## config.mk

```make
export PLATFORM = sky130hd
export DESIGN_NAME = sgr_manager
export DESIGN_NICKNAME = d
export VERILOG_FILES = /design/src/include/sgr_pkg.sv /design/src/include/sgr_sense_if.sv /design/src/logic/sgr_sync.sv /design/src/logic/sgr_tick.sv /design/src/logic/sgr_manager.sv
export SDC_FILE = /design/constraint.sdc
export NUM_CORES = 1
export LEC_CHECK = 0
export BUFFER_PORTS_ARGS = -buffer_cell sky130_fd_sc_hd__buf_2
export CAP_MARGIN = 10
export CORE_AREA = 2 2 168 170
export CTS_BUF_LIST = sky130_fd_sc_hd__clkbuf_4
export DETAILED_ROUTE_END_ITERATION = 12
export DIE_AREA = 0 0 170 172
export MAX_ROUTING_LAYER = met4
export PLACE_DENSITY_LB_ADDON = 0.2
export SYNTH_ARGS = -nofsm -noshare
export SYNTH_HDL_FRONTEND = slang
export SYNTH_SLANG_ARGS = --single-unit
export TNS_END_PERCENT = 1
```

## constraint.sdc

```tcl
create_clock -name pclk -period 2.37 [get_ports pclk]
set_input_delay 0.3555 -clock pclk [delete_from_list [all_inputs] [get_ports pclk]]
set_output_delay 0.3555 -clock pclk [all_outputs]
set_load 0.02 [all_outputs]
```

## src/include/sgr_pkg.sv

```systemverilog
// constants, field positions and types of the supply gain reduction manager
// assumes a 125 MHz pclk and comparator flags that are asynchronous to it
package sgr_pkg;
  // ----------------------------------------------------------------
  // clock and time base
  // ----------------------------------------------------------------
  localparam int CLK_HZ          = 125_000_000;
  localparam int CLK_PERIOD_NS   = 8;
  localparam int TICK_S          = 1;
  localparam int TICK_CYC        = CLK_HZ * TICK_S;
  localparam int INST_PERIOD_S   = 30;
  localparam int AVG_STEP_S      = 10;
  localparam int LOWBAT_MIN      = 5;
  localparam int LOWBAT_REPEAT_S = LOWBAT_MIN * 60;
  localparam logic [4:0] INST_LAST = 5'(INST_PERIOD_S / TICK_S - 1);
  localparam logic [3:0] AVG_LAST  = 4'(AVG_STEP_S / TICK_S - 1);
  localparam logic [8:0] LB_LAST   = 9'(LOWBAT_REPEAT_S / TICK_S - 1);
  // ----------------------------------------------------------------
  // reduction steps
  // ----------------------------------------------------------------
  localparam logic [1:0] INST_MAX     = 2'h2;
  localparam logic [4:0] AVG_MAX      = 5'h12;
  localparam logic [4:0] INST_STEP_DB = 5'h03;
  // ----------------------------------------------------------------
  // synchronised input flags
  // ----------------------------------------------------------------
  localparam int NFLAG        = 10;
  localparam int F_INST_LT060 = 0;
  localparam int F_INST_LT095 = 1;
  localparam int F_INST_GT100 = 2;
  localparam int F_INST_GT110 = 3;
  localparam int F_AVG_LT095  = 4;
  localparam int F_AVG_GT110  = 5;
  localparam int F_LOWBAT     = 6;
  localparam int F_RAMP_DN    = 7;
  localparam int F_SDA        = 8;
  localparam int F_SCL        = 9;
  // ----------------------------------------------------------------
  // register map
  // ----------------------------------------------------------------
  localparam logic [7:0] ADDR_CTRL   = 8'h00;
  localparam logic [7:0] ADDR_LBTHR  = 8'h04;
  localparam logic [7:0] ADDR_PARAM  = 8'h08;
  localparam logic [7:0] ADDR_NVM    = 8'h0C;
  localparam logic [7:0] ADDR_STATUS = 8'h10;
  localparam int CTRL_LB_EN  = 0;
  localparam int CTRL_I2C    = 1;
  localparam int NVM_BURN    = 0;
  localparam logic [1:0]  CTRL_RST  = 2'h0;
  localparam logic [7:0]  LBTHR_RST = 8'h00;
  localparam logic [31:0] PARAM_RST = 32'h0000_0000;
  // ----------------------------------------------------------------
  // types
  // ----------------------------------------------------------------
  typedef enum logic [1:0] {
    MODE_SHALLOW = 2'h0,
    MODE_DEEP    = 2'h1,
    MODE_ADV     = 2'h2
  } sgr_mode_t;
  typedef enum logic [2:0] {
    ST_RUN  = 3'h1,
    ST_MUTE = 3'h2,
    ST_OFF  = 3'h4
  } sgr_pwr_t;
  // total reduction in dB
  function automatic logic [4:0] sgr_gain(input logic [1:0] inst, input logic [4:0] avg);
    sgr_gain = 5'(inst * INST_STEP_DB) + avg;
  endfunction
endpackage

```

## src/include/sgr_sense_if.sv

```systemverilog
// synchronised comparator flags and the one-second tick
// assumes both producers run on the same pclk as the core
interface sgr_sense_if;
  logic [sgr_pkg::NFLAG-1:0] flags;
  logic                      sec_tick;
  modport sync_mp (output flags);
  modport tick_mp (output sec_tick);
  modport core_mp (input flags, input sec_tick);
endinterface

```

## src/logic/sgr_sync.sv

```systemverilog
// three-stage synchroniser with agreement filter
// assumes inputs asynchronous to pclk
module sgr_sync (
  input  wire logic                      pclk,
  input  wire logic                      presetn,
  input  wire logic [sgr_pkg::NFLAG-1:0] raw,
  sgr_sense_if.sync_mp                   sense
);
  logic [sgr_pkg::NFLAG-1:0] s1_reg;
  logic [sgr_pkg::NFLAG-1:0] s2_reg;
  logic [sgr_pkg::NFLAG-1:0] s3_reg;
  logic [sgr_pkg::NFLAG-1:0] out_reg;

  always_ff @(posedge pclk or negedge presetn) begin
    if (!presetn) begin
      s1_reg <= '0;
      s2_reg <= '0;
      s3_reg <= '0;
    end else begin
      s1_reg <= raw;
      s2_reg <= s1_reg;
      s3_reg <= s2_reg;
    end
  end

  // change taken only when stages two and three agree
  always_ff @(posedge pclk or negedge presetn) begin
    if (!presetn) out_reg <= '0;
    else out_reg <= (s3_reg & ~(s2_reg ^ s3_reg)) | (out_reg & (s2_reg ^ s3_reg));
  end

  assign sense.flags = out_reg;
endmodule // sgr_sync

```

## src/logic/sgr_tick.sv

```systemverilog
// prescaler giving one pclk pulse per second
// assumes pclk at the rate of the package clock constant
module sgr_tick #(
  parameter int TICK_CYC = sgr_pkg::TICK_CYC
) (
  input  wire logic    pclk,
  input  wire logic    presetn,
  sgr_sense_if.tick_mp sense
);
  localparam int CW = $clog2(TICK_CYC + 1);
  localparam logic [CW-1:0] LAST = CW'(TICK_CYC - 1);
  logic [CW-1:0] cnt_reg;
  logic          tick_reg;

  always_ff @(posedge pclk or negedge presetn) begin
    if (!presetn) begin
      cnt_reg  <= '0;
      tick_reg <= 1'b0;
    end else begin
      tick_reg <= (cnt_reg == LAST);
      cnt_reg  <= (cnt_reg == LAST) ? '0 : cnt_reg + 1'b1;
    end
  end

  assign sense.sec_tick = tick_reg;
endmodule // sgr_tick

```

## src/logic/sgr_manager.sv

```systemverilog
// supply gain reduction manager: reset modes, gain steps, low battery reminder
// assumes raw comparator flags from the analog block and an APB master on pclk
//
// The APB interface to the registers and the address map are this design's own decisions.

// What this block does
// [RULE1] deep mode: run above 0.95 V, mute as soon as supply drops below
// [RULE2] deep mode: stay muted until below 0.6 V, reset, reload first profile, resume above 1.1 V
// [RULE3] advanced: instantaneous dip below 0.95 V with good average adds 3 dB
// [RULE4] after an instantaneous step, dips are ignored for 30 seconds
// [RULE5] second dip adds another 3 dB and restarts hold; two steps at most
// [RULE6] instantaneous above 1.1 V for whole period removes all instantaneous steps
// [RULE7] two steps and above 1.0 V for whole period drops to one step
// [RULE8] average below 0.95 V: 1 dB per 10 s, mute after 18 steps
// [RULE9] average above 1.1 V: unmute first, then restore 1 dB per 10 s
// [RULE10] average between 0.95 V and 1.1 V: no step change
// [RULE11] instantaneous and average reduction kept in separate state
// [RULE12] advanced: instantaneous below 0.6 V forces reset; restart as shallow
// [RULE13] shallow restart resumes old profile unless supply fell below 0.6 V
// [RULE14] low battery indicator when enabled, repeated every five minutes until shutdown
// [RULE15] mute audio through fader while parameters change over the link
// [RULE16] link parameters volatile; explicit command burns them to nonvolatile memory
// [RULE17] in I2C mode data pin is bidirectional, clock pin is interface clock
// [RULE18] applied reduction is instantaneous plus average; mode input picks behaviour
// [RULE19] thresholds arrive as synchronised flags; intervals counted from a second tick
module sgr_manager #(
  parameter int TICK_CYC = sgr_pkg::TICK_CYC
) (
  input  wire logic                      pclk,
  input  wire logic                      presetn,
  input  wire logic                      psel,
  input  wire logic                      penable,
  input  wire logic                      pwrite,
  input  wire logic [7:0]                paddr,
  input  wire logic [31:0]               pwdata,
  output logic      [31:0]               prdata,
  output logic                           pready,
  output logic                           pslverr,
  input  wire logic [1:0]                por_mode,
  input  wire logic [sgr_pkg::NFLAG-1:0] cmp_raw,
  input  wire logic                      prog_busy,
  input  wire logic                      prog_sda_drive,
  output logic                           sda_o,
  output logic                           sda_oe,
  output logic                           link_sda_rx,
  output logic                           link_scl_rx,
  output logic                           audio_mute,
  output logic      [1:0]                inst_steps,
  output logic      [4:0]                avg_steps,
  output logic      [4:0]                gain_red_db,
  output logic                           hw_reset_req,
  output logic                           mem_load,
  output logic                           mem_first,
  output logic                           lowbat_beep,
  output logic      [7:0]                lowbat_thr,
  output logic      [31:0]               param_out,
  output logic                           nvm_write_req
);
  // ----------------------------------------------------------------
  // sensing
  // ----------------------------------------------------------------
  sgr_sense_if sense ();
  sgr_sync u_sync (
    .pclk    (pclk),
    .presetn (presetn),
    .raw     (cmp_raw),
    .sense   (sense.sync_mp)
  );
  sgr_tick #(.TICK_CYC(TICK_CYC)) u_tick (
    .pclk    (pclk),
    .presetn (presetn),
    .sense   (sense.tick_mp)
  );
  logic tick;
  logic f_lt060, f_lt095, f_gt100, f_gt110;
  logic a_lt095, a_gt110, f_lowbat, f_ramp;
  assign tick     = sense.sec_tick; // see [RULE19]
  assign f_lt060  = sense.flags[sgr_pkg::F_INST_LT060];
  assign f_lt095  = sense.flags[sgr_pkg::F_INST_LT095];
  assign f_gt100  = sense.flags[sgr_pkg::F_INST_GT100];
  assign f_gt110  = sense.flags[sgr_pkg::F_INST_GT110];
  assign a_lt095  = sense.flags[sgr_pkg::F_AVG_LT095];
  assign a_gt110  = sense.flags[sgr_pkg::F_AVG_GT110];
  assign f_lowbat = sense.flags[sgr_pkg::F_LOWBAT];
  assign f_ramp   = sense.flags[sgr_pkg::F_RAMP_DN];
  logic is_deep, is_adv;
  assign is_deep = (por_mode == sgr_pkg::MODE_DEEP); // see [RULE18]
  assign is_adv  = (por_mode == sgr_pkg::MODE_ADV);
  // ----------------------------------------------------------------
  // registers
  // ----------------------------------------------------------------
  logic [1:0]  ctrl_reg;
  logic [7:0]  lbthr_reg;
  logic [31:0] param_reg;
  logic        nvm_reg;
  logic [31:0] prdata_reg;
  logic        wr_en, hit;
  logic [31:0] rd_mux;
  logic [14:0] status_w;
  assign hit = (paddr == sgr_pkg::ADDR_CTRL) || (paddr == sgr_pkg::ADDR_LBTHR)
            || (paddr == sgr_pkg::ADDR_PARAM) || (paddr == sgr_pkg::ADDR_NVM)
            || (paddr == sgr_pkg::ADDR_STATUS);
  assign pready  = 1'b1;
  assign pslverr = psel & penable & ~hit;
  assign wr_en   = psel & penable & pwrite & hit;
  always_ff @(posedge pclk or negedge presetn) begin
    if (!presetn) begin
      ctrl_reg  <= sgr_pkg::CTRL_RST;
      lbthr_reg <= sgr_pkg::LBTHR_RST;
      param_reg <= sgr_pkg::PARAM_RST; // see [RULE16]
    end else if (wr_en) begin
      if (paddr == sgr_pkg::ADDR_CTRL) ctrl_reg <= pwdata[1:0];
      if (paddr == sgr_pkg::ADDR_LBTHR) lbthr_reg <= pwdata[7:0];
      if (paddr == sgr_pkg::ADDR_PARAM) param_reg <= pwdata;
    end
  end
  // burn only on explicit command
  always_ff @(posedge pclk or negedge presetn) begin
    if (!presetn) nvm_reg <= 1'b0;
    else nvm_reg <= wr_en & (paddr == sgr_pkg::ADDR_NVM) & pwdata[sgr_pkg::NVM_BURN]; // see [RULE16]
  end
  always_comb begin
    rd_mux = 32'h0000_0000;
    unique case (paddr)
      sgr_pkg::ADDR_CTRL:   rd_mux = {30'h0000_0000, ctrl_reg};
      sgr_pkg::ADDR_LBTHR:  rd_mux = {24'h00_0000, lbthr_reg};
      sgr_pkg::ADDR_PARAM:  rd_mux = param_reg;
      sgr_pkg::ADDR_STATUS: rd_mux = {17'h0_0000, status_w};
      default:              rd_mux = 32'h0000_0000;
    endcase
  end
  // read data captured in the setup phase
  always_ff @(posedge pclk or negedge presetn) begin
    if (!presetn) prdata_reg <= 32'h0000_0000;
    else if (psel & ~penable & ~pwrite) prdata_reg <= rd_mux;
  end
  assign prdata = prdata_reg;
  // ----------------------------------------------------------------
  // power state
  // ----------------------------------------------------------------
  sgr_pkg::sgr_pwr_t st_reg;
  logic fell_reg, load_reg, first_reg, off_cond;
  assign off_cond = (is_deep | is_adv) ? f_lt060 : f_ramp; // see [RULE12]
  always_ff @(posedge pclk or negedge presetn) begin
    if (!presetn) st_reg <= sgr_pkg::ST_RUN;
    else begin
      unique case (st_reg)
        sgr_pkg::ST_RUN: begin
          if (off_cond) st_reg <= sgr_pkg::ST_OFF;
          else if (!is_adv && f_lt095) st_reg <= sgr_pkg::ST_MUTE; // see [RULE1]
        end
        sgr_pkg::ST_MUTE: begin
          if (off_cond) st_reg <= sgr_pkg::ST_OFF; // see [RULE2]
          else if (!is_deep && !is_adv && f_gt110) st_reg <= sgr_pkg::ST_RUN;
        end
        sgr_pkg::ST_OFF: begin
          if (f_gt110 && !f_lt060) st_reg <= sgr_pkg::ST_RUN; // see [RULE2]
        end
        default: st_reg <= sgr_pkg::ST_OFF;
      endcase
    end
  end
  // profile reload choice at restart
  always_ff @(posedge pclk or negedge presetn) begin
    if (!presetn) begin
      fell_reg  <= 1'b0;
      load_reg  <= 1'b0;
      first_reg <= 1'b1;
    end else begin
      load_reg <= 1'b0;
      if (f_lt060) fell_reg <= 1'b1;
      if (st_reg == sgr_pkg::ST_OFF && f_gt110 && !f_lt060) begin
        load_reg  <= 1'b1;
        first_reg <= is_deep | fell_reg; // see [RULE13]
        fell_reg  <= 1'b0;
      end
    end
  end
  // ----------------------------------------------------------------
  // instantaneous reduction
  // ----------------------------------------------------------------
  logic [1:0] inst_reg;
  logic [4:0] icnt_reg;
  logic       hold_reg, ok110_reg, ok100_reg, dip, inst_clr;
  assign inst_clr = !is_adv || (st_reg == sgr_pkg::ST_OFF);
  assign dip = f_lt095 & ~a_lt095 & ~hold_reg & (inst_reg != sgr_pkg::INST_MAX); // see [RULE3]
  always_ff @(posedge pclk or negedge presetn) begin
    if (!presetn) begin
      inst_reg  <= 2'h0;
      icnt_reg  <= 5'h00;
      hold_reg  <= 1'b0;
      ok110_reg <= 1'b1;
      ok100_reg <= 1'b1;
    end else if (inst_clr) begin
      inst_reg  <= 2'h0;
      icnt_reg  <= 5'h00;
      hold_reg  <= 1'b0;
      ok110_reg <= 1'b1;
      ok100_reg <= 1'b1;
    end else if (dip) begin
      inst_reg  <= inst_reg + 2'h1; // see [RULE5]
      icnt_reg  <= 5'h00;
      hold_reg  <= 1'b1; // see [RULE4]
      ok110_reg <= 1'b1;
      ok100_reg <= 1'b1;
    end else if (tick && icnt_reg == sgr_pkg::INST_LAST) begin
      icnt_reg  <= 5'h00;
      hold_reg  <= 1'b0;
      ok110_reg <= 1'b1;
      ok100_reg <= 1'b1;
      if (ok110_reg && f_gt110) inst_reg <= 2'h0; // see [RULE6]
      else if (inst_reg == sgr_pkg::INST_MAX && ok100_reg && f_gt100) inst_reg <= 2'h1; // see [RULE7]
    end else begin
      if (tick) icnt_reg <= icnt_reg + 5'h01;
      ok110_reg <= ok110_reg & f_gt110;
      ok100_reg <= ok100_reg & f_gt100;
    end
  end
  // ----------------------------------------------------------------
  // average reduction, independent of the above
  // ----------------------------------------------------------------
  logic [4:0] avg_reg;
  logic [3:0] acnt_reg;
  logic       amute_reg, astep;
  assign astep = tick && (acnt_reg == sgr_pkg::AVG_LAST);
  always_ff @(posedge pclk or negedge presetn) begin // see [RULE11]
    if (!presetn) begin
      avg_reg   <= 5'h00;
      acnt_reg  <= 4'h0;
      amute_reg <= 1'b0;
    end else if (inst_clr) begin
      avg_reg   <= 5'h00;
      acnt_reg  <= 4'h0;
      amute_reg <= 1'b0;
    end else if (a_gt110) begin
      if (amute_reg) begin
        amute_reg <= 1'b0; // see [RULE9]
        acnt_reg  <= 4'h0;
      end else if (avg_reg != 5'h00) begin
        acnt_reg <= astep ? 4'h0 : acnt_reg + 4'(tick);
        if (astep) avg_reg <= avg_reg - 5'h01; // see [RULE9]
      end else acnt_reg <= 4'h0;
    end else if (a_lt095 && !amute_reg) begin
      acnt_reg <= astep ? 4'h0 : acnt_reg + 4'(tick);
      if (astep) begin
        avg_reg <= avg_reg + 5'h01; // see [RULE8]
        if (avg_reg + 5'h01 == sgr_pkg::AVG_MAX) amute_reg <= 1'b1;
      end
    end else acnt_reg <= 4'h0; // see [RULE10]
  end
  // ----------------------------------------------------------------
  // low battery reminder
  // ----------------------------------------------------------------
  logic [8:0] lcnt_reg;
  logic       lact_reg, beep_reg;
  always_ff @(posedge pclk or negedge presetn) begin
    if (!presetn) begin
      lcnt_reg <= 9'h000;
      lact_reg <= 1'b0;
      beep_reg <= 1'b0;
    end else begin
      beep_reg <= 1'b0;
      if (!ctrl_reg[sgr_pkg::CTRL_LB_EN] || st_reg == sgr_pkg::ST_OFF) begin
        lact_reg <= 1'b0;
        lcnt_reg <= 9'h000;
      end else if (!lact_reg) begin
        if (f_lowbat) begin
          lact_reg <= 1'b1; // see [RULE14]
          beep_reg <= 1'b1;
          lcnt_reg <= 9'h000;
        end
      end else if (tick) begin
        if (lcnt_reg == sgr_pkg::LB_LAST) begin
          beep_reg <= 1'b1; // see [RULE14]
          lcnt_reg <= 9'h000;
        end else lcnt_reg <= lcnt_reg + 9'h001;
      end
    end
  end
  // ----------------------------------------------------------------
  // outputs
  // ----------------------------------------------------------------
  logic       mute_reg;
  logic [4:0] gain_reg;
  always_ff @(posedge pclk or negedge presetn) begin
    if (!presetn) begin
      mute_reg <= 1'b1;
      gain_reg <= 5'h00;
    end else begin
      mute_reg <= (st_reg != sgr_pkg::ST_RUN) | amute_reg | prog_busy; // see [RULE15]
      gain_reg <= sgr_pkg::sgr_gain(inst_reg, avg_reg); // see [RULE18]
    end
  end
  assign status_w      = {mute_reg, amute_reg, hold_reg, lact_reg, avg_reg, inst_reg, 1'b0, st_reg};
  assign audio_mute    = mute_reg;
  assign gain_red_db   = gain_reg;
  assign inst_steps    = inst_reg;
  assign avg_steps     = avg_reg;
  assign hw_reset_req  = (st_reg == sgr_pkg::ST_OFF);
  assign mem_load      = load_reg;
  assign mem_first     = first_reg;
  assign lowbat_beep   = beep_reg;
  assign lowbat_thr    = lbthr_reg;
  assign param_out     = param_reg;
  assign nvm_write_req = nvm_reg;
  assign sda_o         = 1'b0;
  assign sda_oe        = ctrl_reg[sgr_pkg::CTRL_I2C] & prog_sda_drive; // see [RULE17]
  assign link_sda_rx   = sense.flags[sgr_pkg::F_SDA]; // see [RULE17]
  assign link_scl_rx   = sense.flags[sgr_pkg::F_SCL];
endmodule // sgr_manager

```

==> impl_metrics.tcl, run 1 <==
set metrics [dict create \
    slowest_stage "or3b_2" \
    cp_cell_sequence "or3b_2, inv_2, buf_2" \
    final_cell_mix "dfrtp_1, buf_2, nand2_1" \
    status "completed" \
    finalSetupViolations 0 \
    end_kind "output port" \
    mostFrequentLayoutCell "dfrtp_1" \
    route.met2.wl_mm 10.2 \
    vias 6148 \
    m1WireLength_mm 9.51 \
    maxCapViolCount 0 \
    clk_path_buf_depth 2 \
    async_flop_share 1.00 \
    whs_ps 65.3 \
    synth.distinct_cells 64 \
    crit_required_ps 2010 \
    pin_count 155 \
    core-area_sq_um 27500 \
    tns_ps 0 \
    routed_via_density 4.86 \
    syn_inst 688 \
    hold_violations 0 \
    leakage_nw 4.80 \
    startpoint_type "flip-flop" \
    routedWlPerCell_microns 16.9 \
    drt_iter0_markers 329 \
    area_growth_syn_to_layout_pct 25.9 \
    synth_top_area_cell "dfrtp_1" \
    top_layer_used "met4" \
    hold_class "in -> reg" \
    maxSlewHeadroom 0.602 \
    drc 0 \
    grt_max_degree 67 \
    die_height_microns 172 \
    drt_pass1_iterations 4 \
    worst-slew-pin-transition_ps 598 \
    finClkSkew_ps 36.9 \
    met3WireLength_mm 1.29 \
    drive_above_1_share 0.310 \
    synth_nets 766 \
    rsz0062_at_grt "false" \
    fmax_mhz 446 \
    fin_crit_ps 2240 \
    netlist_area_sq_um 8070 \
    synth.avg_cell_area_sq_um 11.7 \
    yosys_warnings 0 \
    drt-total-wl_mm 21.3 \
    synth_edf_count 0 \
    p_per_area_nw_per_um2 562 \
    place_ws_ps 297 \
    worst_ep_arrival_time_ps 1880 \
    die_w_microns 170 \
    ys_seq_elements 186 \
    synth_top_area_share 0.561 \
    postLayoutSetupSlackWorst_ps 130 \
    antenna_found_initial 2 \
    rows 61 \
    track_usage 0.152 \
    gp_congestion 0.838 \
    critPathBufInv 2 \
    cts_root_buffer "clkbuf_4" \
    floorplan.initialDensity 0.294 \
    grt_pass1_wl_mm 33.4 \
    crit_path_max_incr_delay_ps 550 \
    cts_buffers 17 \
    cts_tree "done" \
    io_buffers 152 \
    n_fill_cell 2748 \
    worstSetupPathType "reg -> out" \
    insertion_delay_ps 580 \
    cts.sinks 186 \
    fin_util 0.370 \
    nNetsFinal 983 \
    crit_family "simple AND/OR/NAND/NOR gates" \
    synth_top_flop_cell "dfrtp_1" \
    cts_htree_levels 4 \
    ant_nets 0 \
    grt_pass1_vias 6004 \
    grt_remaining_overflow 0 \
    yosysSeqAreaShare 0.578 \
    fin_crit_sh 0.945 \
    clk_pin_slew_ps 180 \
    critPathMaxFanout 6 \
    hpwl_mm 15.4 \
    synth_area_leaders "dfrtp_1, mux2_2, ha_1" \
    die_area_sq_um 29200 \
    max-vdd-ir-drop_v 0.000289 \
    maxSlewViolCount 0 \
]
## through the flow
stage	cells	power [mW]	instance area (sq um)
6_report	1266	5.71	10200
5_1_grt	1266	6.02	10200
4_1_cts	1264	5.83	10200
3_5_place_dp	1189	3.98	9440
3_3_place_gp	1189	3.97	9440
2_1_floorplan	688	3.69	8070
## metal layers
layer | vias up | global-route usage
met5 | - | -
met4 | 0 | 0.0472
met3 | 16 | 0.0410
met2 | 175 | 0.250
met1 | 3016 | 0.184
li1 | 2941 | -
## report_power, final
group | total (mW) | switching [mW] | internal, mW
registers | 3.36 | 0.0801 | 3.28
logic | 0.599 | 0.349 | 0.250
clock network | 1.75 | 1.27 | 0.479
total | 5.71 | 1.70 | 4.01
## cell usage after synthesis, types with 7 or more instances
cell type	number
dfrtp_1	181
nand2_1	46
mux2_2	43
nor2_1	38
o21ai_0	31
nand3_1	28
inv_1	23
a21oi_1	20
clkbuf_1	19
a22o_1	17
ha_1	17
a22oi_1	16
nand4_1	16
xnor2_1	14
nor2b_1	11
and2_1	10
maj3_1	10
xor2_1	9
buf_2	8
nor4_1	8
o31ai_1	8
and3_1	7
mux2i_1	7
## worst paths after layout
check                                      startpoint                          to  slack (ps)  depth (start not counted)
max                             st_reg[0]$_DFFE_PN1P_                hw_reset_req         130                          3
min                                         prog_busy        audio_mute$_DFF_PN1_          70                          2
max reg2reg                  avg_steps[1]$_DFFE_PN0P_    avg_steps[2]$_DFFE_PN0P_         240                          6
min reg2reg                u_sync.s1_reg[3]$_DFF_PN0_  u_sync.s2_reg[3]$_DFF_PN0_         370                          0
max in group asynchronous                     presetn       mem_first$_DFFE_PN1P_        1380                          3
min in group asynchronous                     presetn   param_out[28]$_DFFE_PN0P_         310                          2
## worst register-to-register path, delay by kind of cell (launching register included)
kind	cells	cell delay, ps
buffers and inverters	1	140
AND/OR/NAND/NOR	2	720
AO/OA/AOI/OAI	2	490
flip-flops	1	510
adder cells (fa/ha/maj)	1	210
## what timing repair did
| item | 4_1_cts | 5_1_grt |
|---|---|---|
| gates resized for setup | 0 | 1 |
| setup endpoints to repair | 0 | 1 |
| endpoints found under the hold margin | 109 | 0 |
| setup buffers | 0 | 0 |
| hold buffers | 43 | 0 |
## final cells by class
class,instances,area (sq um),share of cell area
Clock inverter,15,153,0.0150
Multi-Input combinational cell,450,3200,0.315
Clock buffer,17,128,0.0126
Antenna cell,2,5.00,0.000493
Sequential cell,186,4660,0.459
Timing Repair Buffer,227,1490,0.147
Inverter,23,86.3,0.00850
Tap cell,346,433,0.0426
## kinds of logic (layout without fill, tap and decap cells)
family | after synthesis | in the layout | synth area share
and+or+nand+nor | 214 | 214 | 0.145
DFF | 186 | 186 | 0.578
AOI/OAI and AO/OA | 132 | 132 | 0.112
buffers and inverters | 52 | 282 | 0.0264
muxes | 50 | 50 | 0.0687
adders and majority gates | 29 | 29 | 0.0437
xor gates and xnor gates | 23 | 23 | 0.0250
other | 2 | 4 | 0.000931
Note: power is estimated with default switching activity, not from simulation.
==> run 2, diff against run 1 <==
PLACE_DENSITY = 0.55   (was not set)
PLACE_DENSITY_LB_ADDON = not set   (was 0.2)
==> run 2 against run 1 <==
Effect of this change:
- worst setup slack worse by 0.94 ps
- register-to-register slack worse by 50 ps
- clock power is 13% higher
- final cell count is 0.47% lower
- critical path depth stayed put
- via count is 0.67% lower
- highest routed layer unchanged
==> impl_metrics.tcl, run 2 (synthesis results as in run 1) <==
set metrics [dict create \
    status "completed" \
    tns_ps 0 \
    p_per_area_nw_per_um2 585 \
    core-area_sq_um 27500 \
    grt_remaining_overflow 0 \
    hold_start "prog_busy" \
    grt_max_degree 67 \
    grt_pass1_vias 5929 \
    pin_count 155 \
    worst_ep_arrival_time_ps 1890 \
    crit_family "simple AND/OR/NAND/NOR gates" \
    routed_via_density 4.85 \
    routedWlPerCell_microns 16.8 \
    cts.sinks 186 \
    rsz0062_at_grt "false" \
    drt_iter0_markers 354 \
    worstSetupPathType "reg -> out" \
    critPathMaxFanout 6 \
    rr_worst_depth 5 \
    startpoint_type "flip-flop" \
    area_growth_syn_to_layout_pct 26.0 \
    slowest_stage "or3b_2" \
    mostFrequentLayoutCell "dfrtp_1" \
    final_cell_mix "dfrtp_1, buf_2, nand2_1" \
    finalInstanceArea_sq_um 10200 \
    worst-slew-pin-transition_ps 760 \
    fin_crit_sh 0.946 \
    clk_pin_slew_ps 180 \
    drive_above_1_share 0.306 \
    cts_root_buffer "clkbuf_4" \
    hold_depth 2 \
    place_ws_ps 203 \
    critPathBufInv 2 \
    maxCapViolCount 0 \
    total_power_mw 5.95 \
    worst-path-stages 3 \
    die_height_microns 172 \
    p_int_mw 4.16 \
    hpwl_mm 15.3 \
    finalSetupViolations 0 \
    grt_pass1_wl_mm 33.1 \
    hold_violations 0 \
    p_seq_frac 0.566 \
    max-vdd-ir-drop_v 0.000334 \
    track_usage 0.151 \
    cts_htree_levels 4 \
    die_area_sq_um 29200 \
    drt_pass1_iterations 4 \
    vias 6107 \
    rows 61 \
    sw_frac_of_total 0.300 \
    whs_ps 63.2 \
    finalNonFillerCells 1260 \
    drt-total-wl_mm 21.2 \
    fmax_mhz 446 \
    floorplan.initialDensity 0.294 \
    worstSetupStartpoint "st_reg[0]$_DFFE_PN1P_" \
    gp_congestion 0.840 \
    cts_buffers 17 \
    io_buffers 152 \
    leakage_nw 4.79 \
    p_comb_frac 0.101 \
    postLayoutSetupSlackWorst_ps 129 \
    nNetsFinal 977 \
    maxSlewViolCount 0 \
    drc 0 \
    antenna_found_initial 1 \
    finClkSkew_ps 40.5 \
    insertion_delay_ps 590 \
    fin_util 0.370 \
    rr_startpoint "u_tick.cnt_reg[0]$_DFF_PN0_" \
    dp_cells 1180 \
    fin_crit_ps 2240 \
    ant_nets 0 \
    placed_area_sq_um 9360 \
    hold_class "in -> reg" \
    p_clk_frac 0.332 \
    maxSlewHeadroom 0.489 \
    die_w_microns 170 \
    cts_tree "done" \
    cp_cell_sequence "or3b_2, inv_2, buf_2" \
    end_kind "output port" \
    p_sw_mw 1.79 \
    clk_path_buf_depth 2 \
    crit_path_max_incr_delay_ps 560 \
    crit_required_ps 2010 \
]
[run 2: changes by cell type in the layout (fill, tap and decap cells not counted)]
cell	change
inv_12	+2
inv_6	-1
buf_4	-5
clkinv_2	-1
buf_12	-1
clkinvlp_4	-2
bufinv_16	+1
inv_8	-3
clkinv_8	+4
[run 2: worst paths after layout]
kind                                                end  slack (ps)
max                                        hw_reset_req         130
min                                audio_mute$_DFF_PN1_          60
max reg2reg                u_tick.cnt_reg[20]$_DFF_PN0_         190
min reg2reg                  u_sync.s2_reg[4]$_DFF_PN0_         370
max in group asynchronous          audio_mute$_DFF_PN1_        1350
min in group asynchronous     lowbat_thr[0]$_DFFE_PN0P_         290
[run 2: what timing repair did]
item                                   CTS  global route
setup endpoints to repair                1             1
pin swaps                                0             0
endpoints found under the hold margin  108             0
resized for setup                        0             1
cloned                                   0             0
hold buffers                            43             0
setup buffers                            1             2
[run 2: power groups by stage]
stage / registers (mW) / logic (mW) / clock network, mW
after global routing: 3.38 / 0.666 / 2.20
final: 3.37 / 0.603 / 1.98
after CTS: 3.37 / 0.594 / 2.06
after global placement: 3.43 / 0.531 / 0
after floorplan: 3.43 / 0.261 / 0
after detailed placement: 3.43 / 0.532 / 0
[run 2: worst register-to-register path, cell delays in order, from the launching register on]
cell     delay, ps
dfrtp_1        440
ha_1           310
inv_1          100
or4_1          690
or4_4          460
a21oi_2        140
[run 2: area by class of cell]
type	count	area, sq um
diodes	2	5.00
fillers	2715	17300
well taps	346	433
clock buffers	17	128
multi-input cells	450	3200
inverters	23	86.3
clock inverters	15	218
flip-flops and latches	186	4660
repair buffers	221	1430
[run 2: metal layers]
metal	wire length, microns	vias up	track usage	share of wire
met5	0	-	-	0
met3	1160	10	0.0355	0.054
met4	239	0	0.0368	0.011
met1	9610	3018	0.189	0.45
met2	10200	156	0.247	0.48
li1	-	2923	-	-
